--- src/include/mrsx_cfg.svh ---
// Constants of the rotate, subtract and skip execution unit.
// How it works
// - Return with immediate: reload PC, load accumulator.
// - Interrupt return reloads PC, sets interrupt gate.
// - Pending request is serviced before main program.
// - Rotate left moves bit 7 to 0.
// - Accumulator rotates leave memory byte untouched.
// - Rotate left through carry, nine bit ring.
// - Rotate right moves bit 0 to 7.
// - Rotate right through carry, nine bit ring.
// - Subtract with borrow uses inverted carry.
// - Carry clear on negative, set otherwise.
// - Plain subtract from memory or immediate byte.
// - Decrement memory, skip when result is zero.
// - Increment memory, skip when result wraps.
// - Accumulator forms put result in accumulator, keep memory.
// - Taken skip adds one dummy slot, no flags.
// - Bit test skips when selected bit set.
// - Byte set writes all ones.
// - Bit set forces one selected bit.
// - Nibble swap writes back to memory byte.
`ifndef MRSX_CFG_SVH
`define MRSX_CFG_SVH
`define MRSX_PC_W       13
`define MRSX_ACC_RST    8'h00
`define MRSX_FLAG_RST   1'b0
`define MRSX_GATE_RST   1'b0
`define MRSX_ALL_ONES   8'hFF
`define MRSX_ONE        8'h01
`endif

--- src/include/mrsx_pkg.sv ---
// Types shared by the execution unit and its bench.
`default_nettype none
package mrsx_pkg;
   // Operations this unit executes; others are handled elsewhere in the core.
   typedef enum logic [4:0] {
      op_nop                         = 5'h00,
      op_return_imm                  = 5'h01,
      interrupt_return_op            = 5'h02,
      rotate_left_op                 = 5'h03,
      rotate_left_to_acc             = 5'h04,
      rotate_left_thru_carry         = 5'h05,
      rotate_left_thru_carry_to_acc  = 5'h06,
      rotate_right_op                = 5'h07,
      rotate_right_to_acc            = 5'h08,
      rotate_right_thru_carry        = 5'h09,
      rotate_right_thru_carry_to_acc = 5'h0A,
      minus_with_borrow_op           = 5'h0B,
      minus_with_borrow_to_mem       = 5'h0C,
      minus_op                       = 5'h0D,
      minus_to_mem                   = 5'h0E,
      minus_imm_op                   = 5'h0F,
      decrement_skip_if_null         = 5'h10,
      decrement_skip_to_acc          = 5'h11,
      increment_skip_if_null         = 5'h12,
      increment_skip_to_acc          = 5'h13,
      bit_set_skip                   = 5'h14,
      byte_set_op                    = 5'h15,
      bit_set_op                     = 5'h16,
      nibble_swap_op                 = 5'h17
   } mrsx_op_t;

   // Execution slot: a normal slot or the dummy slot after a taken skip.
   typedef enum logic {
      st_exec  = 1'b0,
      st_dummy = 1'b1
   } mrsx_state_t;
endpackage : mrsx_pkg
`default_nettype wire

--- src/rtl/mrsx_exec.sv ---
// Execution unit for rotate, subtract, skip, set, swap and return operations.
`include "mrsx_cfg.svh"
`default_nettype none
module mrsx_exec
   import mrsx_pkg::*;
(
   input  wire logic                   sys_clk,            // System clock, 100 MHz.
   input  wire logic                   reset_n,            // Synchronous reset, active low.
   input  wire logic                   op_valid,           // Operation offered this cycle.
   input  wire mrsx_op_t               op_code,            // Operation to execute.
   input  wire logic [7:0]             mem_rdata,          // Addressed memory byte.
   input  wire logic [7:0]             imm_data,           // Immediate byte of the instruction.
   input  wire logic [2:0]             bit_sel,            // Bit number for bit forms.
   input  wire logic [`MRSX_PC_W-1:0]  stack_pc,           // Top of the return stack.
   input  wire logic                   irq_pending,        // Interrupt request waiting.
   input  wire logic                   irq_entry,          // Core enters an interrupt routine.
   output logic                        op_ready,           // Unit takes an operation.
   output logic [7:0]                  acc,                // Accumulator.
   output logic                        carry_flag,         // Carry flag.
   output logic                        half_carry_flag,    // Half carry flag.
   output logic                        null_flag,          // Zero result flag.
   output logic                        signed_excess_flag, // Overflow flag.
   output logic                        mem_we,             // Memory write pulse.
   output logic [7:0]                  mem_wdata,          // Memory write data.
   output logic                        pc_load,            // Program counter reload pulse.
   output logic [`MRSX_PC_W-1:0]       pc_value,           // Program counter reload value.
   output logic                        master_irq_gate,    // Master interrupt enable.
   output logic                        irq_service,        // Service pending request first.
   output logic                        dummy_slot          // Dummy slot of a taken skip.
);

   logic [7:0]             acc_r;
   logic [7:0]             acc_nxt;
   logic                   acc_we;
   logic                   carry_r;
   logic                   carry_nxt;
   logic                   hc_r;
   logic                   z_r;
   logic                   sx_r;
   logic                   arith_we;
   logic                   carry_we;
   logic                   mem_we_r;
   logic                   mem_we_nxt;
   logic [7:0]             mem_wdata_r;
   logic [7:0]             res;
   logic                   skip_nxt;
   logic                   pc_load_r;
   logic [`MRSX_PC_W-1:0]  pc_value_r;
   logic                   gate_r;
   logic                   irq_service_r;
   logic                   dummy_r;
   logic                   ready_r;
   logic                   accept;
   logic                   is_return;
   logic                   is_iret;
   logic [11:0]            sub_out;
   logic [7:0]             bit_mask;
   mrsx_state_t            state_r;
   mrsx_state_t            state_nxt;

   // Subtract by adding the complement: carry set means no borrow.
   // Result packs {excess, null, half carry, carry, difference}.
   function automatic logic [11:0] sub_calc(input logic [7:0] a, input logic [7:0] b, input logic cin);
      logic [8:0] full;
      logic [4:0] low;
      logic       ovf;
      full = {1'b0, a} + {1'b0, ~b} + {8'h00, cin};
      low  = {1'b0, a[3:0]} + {1'b0, ~b[3:0]} + {4'h0, cin};
      ovf  = (a[7] != b[7]) && (full[7] != a[7]);
      sub_calc = {ovf, (full[7:0] == 8'h00), low[4], full[8], full[7:0]};
   endfunction : sub_calc

   // Rotate helpers shared by the memory and accumulator forms.
   function automatic logic [7:0] rot_l(input logic [7:0] v, input logic fill);
      rot_l = {v[6:0], fill};
   endfunction : rot_l

   function automatic logic [7:0] rot_r(input logic [7:0] v, input logic fill);
      rot_r = {fill, v[7:1]};
   endfunction : rot_r

   assign accept    = op_valid && ready_r;
   assign bit_mask  = `MRSX_ONE << bit_sel;
   assign is_return = accept && (op_code == op_return_imm);
   assign is_iret   = accept && (op_code == interrupt_return_op);

   // Subtractor operands: immediate form takes the instruction byte, borrow forms take the carry.
   always_comb begin
      logic [7:0] b_opnd;
      logic       c_in;
      b_opnd = (op_code == minus_imm_op) ? imm_data : mem_rdata;
      c_in   = ((op_code == minus_with_borrow_op) || (op_code == minus_with_borrow_to_mem)) ? carry_r : 1'b1;
      sub_out = sub_calc(acc_r, b_opnd, c_in);
   end

   // Operation decode: result, destination, flag updates and skip decision.
   always_comb begin
      res        = mem_rdata;
      acc_nxt    = acc_r;
      acc_we     = 1'b0;
      mem_we_nxt = 1'b0;
      carry_nxt  = carry_r;
      carry_we   = 1'b0;
      arith_we   = 1'b0;
      skip_nxt   = 1'b0;
      if (accept) begin
         unique case (op_code)
            op_return_imm: begin
               acc_nxt = imm_data;
               acc_we  = 1'b1;
            end
            rotate_left_op: begin
               res        = rot_l(mem_rdata, mem_rdata[7]);
               mem_we_nxt = 1'b1;
            end
            rotate_left_to_acc: begin
               acc_nxt = rot_l(mem_rdata, mem_rdata[7]);
               acc_we  = 1'b1;
            end
            rotate_left_thru_carry, rotate_left_thru_carry_to_acc: begin
               res       = rot_l(mem_rdata, carry_r);
               carry_nxt = mem_rdata[7];
               carry_we  = 1'b1;
               acc_nxt   = res;
               acc_we    = (op_code == rotate_left_thru_carry_to_acc);
               mem_we_nxt = (op_code == rotate_left_thru_carry);
            end
            rotate_right_op: begin
               res        = rot_r(mem_rdata, mem_rdata[0]);
               mem_we_nxt = 1'b1;
            end
            rotate_right_to_acc: begin
               acc_nxt = rot_r(mem_rdata, mem_rdata[0]);
               acc_we  = 1'b1;
            end
            rotate_right_thru_carry, rotate_right_thru_carry_to_acc: begin
               res       = rot_r(mem_rdata, carry_r);
               carry_nxt = mem_rdata[0];
               carry_we  = 1'b1;
               acc_nxt   = res;
               acc_we    = (op_code == rotate_right_thru_carry_to_acc);
               mem_we_nxt = (op_code == rotate_right_thru_carry);
            end
            minus_with_borrow_op, minus_op, minus_imm_op: begin
               acc_nxt  = sub_out[7:0];
               acc_we   = 1'b1;
               arith_we = 1'b1;
            end
            minus_with_borrow_to_mem, minus_to_mem: begin
               res        = sub_out[7:0];
               mem_we_nxt = 1'b1;
               arith_we   = 1'b1;
            end
            decrement_skip_if_null, decrement_skip_to_acc: begin
               res        = mem_rdata - `MRSX_ONE;
               skip_nxt   = (res == 8'h00);
               acc_nxt    = res;
               acc_we     = (op_code == decrement_skip_to_acc);
               mem_we_nxt = (op_code == decrement_skip_if_null);
            end
            increment_skip_if_null, increment_skip_to_acc: begin
               res        = mem_rdata + `MRSX_ONE;
               skip_nxt   = (res == 8'h00);
               acc_nxt    = res;
               acc_we     = (op_code == increment_skip_to_acc);
               mem_we_nxt = (op_code == increment_skip_if_null);
            end
            bit_set_skip: begin
               skip_nxt = ((mem_rdata & bit_mask) != 8'h00);
            end
            byte_set_op: begin
               res        = `MRSX_ALL_ONES;
               mem_we_nxt = 1'b1;
            end
            bit_set_op: begin
               res        = mem_rdata | bit_mask;
               mem_we_nxt = 1'b1;
            end
            nibble_swap_op: begin
               res        = {mem_rdata[3:0], mem_rdata[7:4]};
               mem_we_nxt = 1'b1;
            end
            default: begin
               res = mem_rdata;
            end
         endcase
      end
   end

   // Accumulator; only the forms that name it as destination write it.
   always_ff @(posedge sys_clk) begin
      if (!reset_n) begin
         acc_r <= `MRSX_ACC_RST;
      end else if (acc_we) begin
         acc_r <= acc_nxt;
      end
   end

   // Carry is written by subtracts and carry rotates; skip and set forms leave it.
   always_ff @(posedge sys_clk) begin
      if (!reset_n) begin
         carry_r <= `MRSX_FLAG_RST;
      end else if (arith_we) begin
         carry_r <= sub_out[8];
      end else if (carry_we) begin
         carry_r <= carry_nxt;
      end
   end

   // The remaining arithmetic flags move only on subtracts.
   always_ff @(posedge sys_clk) begin
      if (!reset_n) begin
         hc_r <= `MRSX_FLAG_RST;
         z_r  <= `MRSX_FLAG_RST;
         sx_r <= `MRSX_FLAG_RST;
      end else if (arith_we) begin
         hc_r <= sub_out[9];
         z_r  <= sub_out[10];
         sx_r <= sub_out[11];
      end
   end

   // Memory write port; data is held registered so the store lands one cycle later.
   always_ff @(posedge sys_clk) begin
      if (!reset_n) begin
         mem_we_r    <= 1'b0;
         mem_wdata_r <= 8'h00;
      end else begin
         mem_we_r    <= mem_we_nxt;
         mem_wdata_r <= res;
      end
   end

   // Program counter reload from the stack for both return forms.
   always_ff @(posedge sys_clk) begin
      if (!reset_n) begin
         pc_load_r  <= 1'b0;
         pc_value_r <= '0;
      end else begin
         pc_load_r  <= is_return || is_iret;
         pc_value_r <= stack_pc;
      end
   end

   // Master interrupt gate: the interrupt return sets it and wins over a same-cycle entry clear.
   always_ff @(posedge sys_clk) begin
      if (!reset_n) begin
         gate_r <= `MRSX_GATE_RST;
      end else if (is_iret) begin
         gate_r <= 1'b1;
      end else if (irq_entry) begin
         gate_r <= 1'b0;
      end
   end

   // A request already waiting is flagged so the core vectors before resuming the main program.
   always_ff @(posedge sys_clk) begin
      if (!reset_n) begin
         irq_service_r <= 1'b0;
      end else begin
         irq_service_r <= is_iret && irq_pending;
      end
   end

   // Slot sequencing: a taken skip costs exactly one dummy slot.
   always_comb begin
      state_nxt = state_r;
      unique case (state_r)
         st_exec: begin
            if (skip_nxt) begin
               state_nxt = st_dummy;
            end
         end
         st_dummy: begin
            state_nxt = st_exec;
         end
      endcase
   end

   always_ff @(posedge sys_clk) begin
      if (!reset_n) begin
         state_r <= st_exec;
         dummy_r <= 1'b0;
         ready_r <= 1'b1;
      end else begin
         state_r <= state_nxt;
         dummy_r <= (state_nxt == st_dummy);
         ready_r <= (state_nxt == st_exec);
      end
   end

   assign op_ready           = ready_r;
   assign acc                = acc_r;
   assign carry_flag         = carry_r;
   assign half_carry_flag    = hc_r;
   assign null_flag          = z_r;
   assign signed_excess_flag = sx_r;
   assign mem_we             = mem_we_r;
   assign mem_wdata          = mem_wdata_r;
   assign pc_load            = pc_load_r;
   assign pc_value           = pc_value_r;
   assign master_irq_gate    = gate_r;
   assign irq_service        = irq_service_r;
   assign dummy_slot         = dummy_r;
endmodule : mrsx_exec
`default_nettype wire

--- config.mk ---
export PLATFORM = sky130hd
export DESIGN_NAME = mrsx_exec
export DESIGN_NICKNAME = d
export VERILOG_FILES = /design/src/include/mrsx_pkg.sv /design/src/rtl/mrsx_exec.sv
export VERILOG_INCLUDE_DIRS = /design/src /design/src/include
export SDC_FILE = /design/constraint.sdc
export NUM_CORES = 1
export LEC_CHECK = 0
export BUFFER_PORTS_ARGS = -buffer_cell sky130_fd_sc_hd__buf_2
export CORE_MARGIN = 2
export CORE_UTILIZATION = 25
export CTS_CLUSTER_SIZE = 40
export DETAILED_ROUTE_END_ITERATION = 12
export GPL_TIMING_DRIVEN = 1
export REMOVE_ABC_BUFFERS = 1
export SLEW_MARGIN = 20
export SYNTH_ARGS = -nofsm -noshare
export SYNTH_HDL_FRONTEND = slang
export SYNTH_SLANG_ARGS = --single-unit
--- constraint.sdc ---
create_clock -name sys_clk -period 3.5 [get_ports sys_clk]
set_input_delay 0.7 -clock sys_clk [delete_from_list [all_inputs] [get_ports sys_clk]]
set_output_delay 0.7 -clock sys_clk [all_outputs]
set_load 0.02 [all_outputs]
# Yosys cells after proc, flatten, opt, wreduce, memory -nomap -nowiden
# Index checks and enable logic that the tools add are counted.
# word_totals
register_bits	39
wordCells	102
# classes
mux	22
addsub	6
shift	1
n_eq_ne	25
reduce_logical	29
bitwise	6
# op_table
operator	n
one-hot mux 8 bit (10 select lines)	1
one-hot mux 8 bit (8 select lines)	1
equality test 5 x 4 -> 1 bit (second input constant)	8
equality test 5 bit (second input constant)	8
logical NOT 8 bit	3
equality test 5 x 3 -> 1 bit (second input constant)	4
two-way mux 8 bit	2
nonzero test 8 bit	2
two-way mux 1 bit	13
equality test 5 x 2 -> 1 bit (second input constant)	2
one-hot mux 1 bit (5 select lines)	2
OR reduction 2 bit	5
adder 8 x 8 -> 9 bit	1
adder 9 x 1 -> 9 bit	1
adder 8 x 1 -> 8 bit (second input constant)	1
bitwise AND 8 bit	1
NOT 8 bit	1
bitwise OR 8 bit	1
<< shifter 1 x 3 -> 8 bit (first input constant)	1
subtractor 8 x 1 -> 8 bit (second input constant)	1
OR reduction 7 bit	1
AND reduction 3 bit	2
nonzero test 2 bit	3
OR reduction 6 bit	1
15 further kinds	23

# Depth between registers and ports, before layout
# depth
word_depth	8
mapped_depth	15

# Worst setup path before layout
# OpenSTA, ideal clock, no wires.
# synth_path
path_kind	input -> register
startpoint	input port op_code[3]
endpoint	register acc_r[6], in the netlist acc[6]
setup_slack_ps	-178
arrival_time_ps	3547
cell_stages	14
t_required_ps	3368
cell_sequence	buf_2 buf_4 buf_2 nand4_2 nand2_1 o21ai_0 fa_1 fa_1 nor2b_1 o31ai_1 a21oi_1 a211oi_1 a2111oi_0 o22ai_1
# synth_between
elab_chain_len	6
# synth_lines
item	line_no	source
start: declaration	mrsx_exec.sv:10	input wire mrsx_op_t op_code,
equality test 5 x 4 -> 1 bit	mrsx_exec.sv:91, mrsx_exec.sv:107	
two-way mux 8 bit	mrsx_exec.sv:91	b_opnd = (op_code == minus_imm_op) ? imm_data : mem_rdata;
NOT 8 bit	mrsx_exec.sv:67	full = {1'b0, a} + {1'b0, ~b} + {8'h00, cin};
adder 8 x 8 -> 9 bit	mrsx_exec.sv:67	
adder 9 x 1 -> 9 bit	mrsx_exec.sv:67	
one-hot mux 8 bit (8 select lines)	mrsx_exec.sv:107	unique case (op_code)
end signal: assignment	mrsx_exec.sv:193	acc_r <= `MRSX_ACC_RST;
end signal: assignment	mrsx_exec.sv:195	acc_r <= acc_nxt;
end: declaration	mrsx_exec.sv:32	logic [7:0] acc_r;
# Parallel ways exist; a longest one is shown, timed or not.
# A chain may end at the register's enable or synchronous reset.

# Worst setup path in the final report
# layout_path
startpoint	input port op_code[4]
endpoint	register acc_r[6], in the netlist acc[6]
# Same word-level chain as after synthesis.

==> flow_metrics.py <==
metrics = {
    "outcome": {
        "status": "finished, final reports clean",
    },
    "yosys": {
        "synth-edff-count": 0,
        "synth_top_family_by_area": "compound AO/OA/AOI/OAI gates",
        "synth_compound_area_frac": 0.314,
        "synth_area_um2": 3440,
        "synthMuxAreaShare": 0.0411,
        "async_reset_ff_frac": 0,
        "syn_avg_cell_area_um2": 7.70,
        "synth_seq_cells": 39,
        "synth-seq-area-share": 0.227,
        "synth-xor-area-share": 0.0382,
        "synth_warnings": 0,
        "synth_flop_cell": "dfxtp_1",
        "yosysTopAreaCellShare": 0.227,
        "synthSimpleGateAreaFrac": 0.261,
        "yosysTopAreaCell": "dfxtp_1",
        "synth.area.top_cells": "dfxtp_1 (23%), nand2_1 (5.2%), o21ai_0 (4.2%)",
        "synth_fa_ha_area_frac": 0.0516,
        "ys_types": 75,
        "synth_cells": 447,
    },
    "drt": {
        "finalWirelength_um": 12200,
        "vias": 3791,
        "wl_per_cell_um": 17.6,
        "dr.first_iter.drc_count": 325,
        "first_pass_iters": 5,
        "ant_nets": 0,
        "vias_per_cell": 5.44,
        "drc": 0,
    },
    "placement": {
        "dp_hpwl_um": 9190,
        "place_ws_ps": -155,
        "gp_congestion": 0.965,
        "portBuffers": 80,
    },
    "finish": {
        "drive_above_1_share": 0.234,
        "layout_common_cells": "buf_2 (80), nand2_1 (48), dfxtp_1 (39)",
        "post-route-util": 0.315,
        "mostFrequentLayoutCell": "buf_2",
        "nets": 575,
        "fillers": 1453,
        "areaGrowthSynthToFinish_pct": 22.2,
        "n_antenna_cell": 0,
    },
    "setup_path": {
        "critPathLaunchType": "input port",
        "endpoint_kind": "flop",
        "path_class": "input port to flop",
        "r2r_end": "acc[6]",
        "r2r_setup_slack_ps": 700,
        "worstSetupStartpoint": "op_code[4]",
        "r2r_cells": 9,
        "cp_max_fo": 2,
        "endpoint": "acc[6]",
        "cp.required_ps": 3650,
        "critPathArrivalTime_ps": 3540,
        "regToRegStartpoint": "carry_flag",
    },
    "global_route": {
        "grt_pass1_vias": 3619,
        "antenna_found_initial": 0,
        "track_usage": 0.166,
        "grt_pass1_wl_um": 19400,
        "grt_max_degree": 38,
        "overflow": 0,
    },
    "clock_network": {
        "clockBufferDepth": 2,
        "numCtsBuffers": 5,
        "clock_latency_ps": 290,
        "ctsHoldBuffers": 0,
        "cts.reportedPaths.clkPinSlew_ps": 60,
        "postCtsSetupRepairBufs": 0,
        "cts.sinks": 39,
        "cts_resized": 0,
        "cts_tree": "built",
        "root_buffer": "clkbuf_16",
        "htree_levels": 2,
    },
    "floorplanning": {
        "initial_core_util": 0.258,
        "core-area_um2": 13300,
        "rows": 42,
        "die_width_um": 121,
        "dieArea_um2": 14700,
        "die_y_um": 121,
        "ios": 81,
    },
    "min_path": {
        "hold_class": "flop to flop",
        "min_path_cells": 1,
    },
    "power": {
        "power_w": 0.00147,
        "p_seq_frac": 0.328,
        "ir_drop_v": 0.000148,
        "leakage_nw": 1.77,
        "internal-power_w": 0.000974,
        "power.share.clock": 0.369,
        "netSwitchingFraction": 0.336,
        "power.switching_w": 0.000493,
        "power_density_nw_per_um2": 349,
        "p_comb_frac": 0.304,
    },
    "timing": {
        "setup-violations-final": 0,
        "setup_tns_ps": 0,
        "maxSlewViolCount": 0,
        "rsz0062_at_grt": "false",
        "timing.final.crit_share": 0.970,
        "timing.final.ws_setup_ps": 107,
        "fin_hold_ws_ps": 434,
        "fmax_mhz": 295,
        "slew_headroom": 0.490,
        "period_minus_slack_ps": 3390,
        "finalHoldViolCount": 0,
        "fin_skew_ps": 4.30,
        "worstMarginPinSlew_ps": 760,
    },
    "job": {
        "drv_cap": 0,
    },
}
[Yosys cell counts, types with 4 or more instances]
cell      count
nor2b_1       9
o31ai_1       4
nor3_1       11
o211a_1       4
a222oi_1      5
dfxtp_1      39
o21ai_0      29
nand2_1      48
buf_4         4
nand2b_1      9
mux2i_1      13
inv_1        12
nor2_1       27
a21oi_1      20
o211ai_1      8
nor4_1        4
nand4_1       4
a211oi_1      4
a31oi_1      12
and2_1       17
clkbuf_1     15
nand3_1      12
a21boi_0      4
ha_1         11
xnor2_1       9
buf_2        12
o22ai_1       7
xor2_1        6
a22oi_1       5
o21a_1        8
a221oi_1      6
[registers in the layout (all words and copies together) (netlist names)]
signal and flops:
mem_we 1, signed_excess_flag 1, pc_load 1, mem_wdata 8, null_flag 1, pc_value 13, half_carry_flag 1, master_irq_gate 1
acc 8, op_ready 1, irq_service 1, carry_flag 1, state_r 1
[routing by layer]
layer | vias up | global-route usage | share of wire
li1 | 1808 | - | -
met1 | 1790 | 0.218 | 0.44
met2 | 172 | 0.276 | 0.47
met3 | 21 | 0.0254 | 0.066
met4 | 0 | 0.0603 | 0.019
met5 | - | 0 | 0
[metrics by stage]
stage                     area (µm²)  instances
final                           4210        697
after global routing            4210        697
after CTS                       4210        697
after detailed placement        4040        689
after global placement          4040        689
after floorplan                 3260        412
[cells by family after synthesis]
kind of cell	Yosys count
DFF	39
and+or+nand+nor	169
adders and majority gates	13
AOI/OAI and AO/OA	149
muxes	14
xor gates and xnor gates	15
buffers and inverters	48
[power groups by stage]
stage / combinational [W] / sequential, W / clock [W]
after global placement: 0.000435 / 0.000490 / 0
after detailed placement: 0.000438 / 0.000491 / 0
final: 0.000446 / 0.000481 / 0.000541
after floorplan: 0.000216 / 0.000519 / 0
after CTS: 0.000441 / 0.000481 / 0.000546
after global routing: 0.000486 / 0.000484 / 0.000563
[how the worst min path moves through the flow]
stage | from | endpoint | slack [ps]
after floorplan | null_flag | null_flag | 540
after global placement | state_r | state_r | 430
after detailed placement | state_r | state_r | 430
after CTS | state_r | state_r | 440
after global routing | state_r | state_r | 470
final | state_r | state_r | 430
[final cells by class]
type | instances | area [µm²] | share of cell area
multi-input combinational | 360 | 2430 | 0.578
tap | 176 | 220 | 0.0523
clock buffer | 5 | 125 | 0.0297
timing repair buffer | 101 | 558 | 0.133
sequential | 39 | 781 | 0.186
inverter | 13 | 48.8 | 0.0116
clock inverter | 3 | 43.8 | 0.0104
[worst max-delay path, cell delays in order]
cell       delay [ps]
buf_2             100
and2b_1           230
nand4_2           160
nand2_1           110
o21ai_0           110
fa_1              450
fa_1              420
nor2b_1           170
o31ai_1           110
a21oi_1           180
a211oi_1           90
a2111oi_0         550
o22ai_1           160
(Power assumes the default switching activity.)
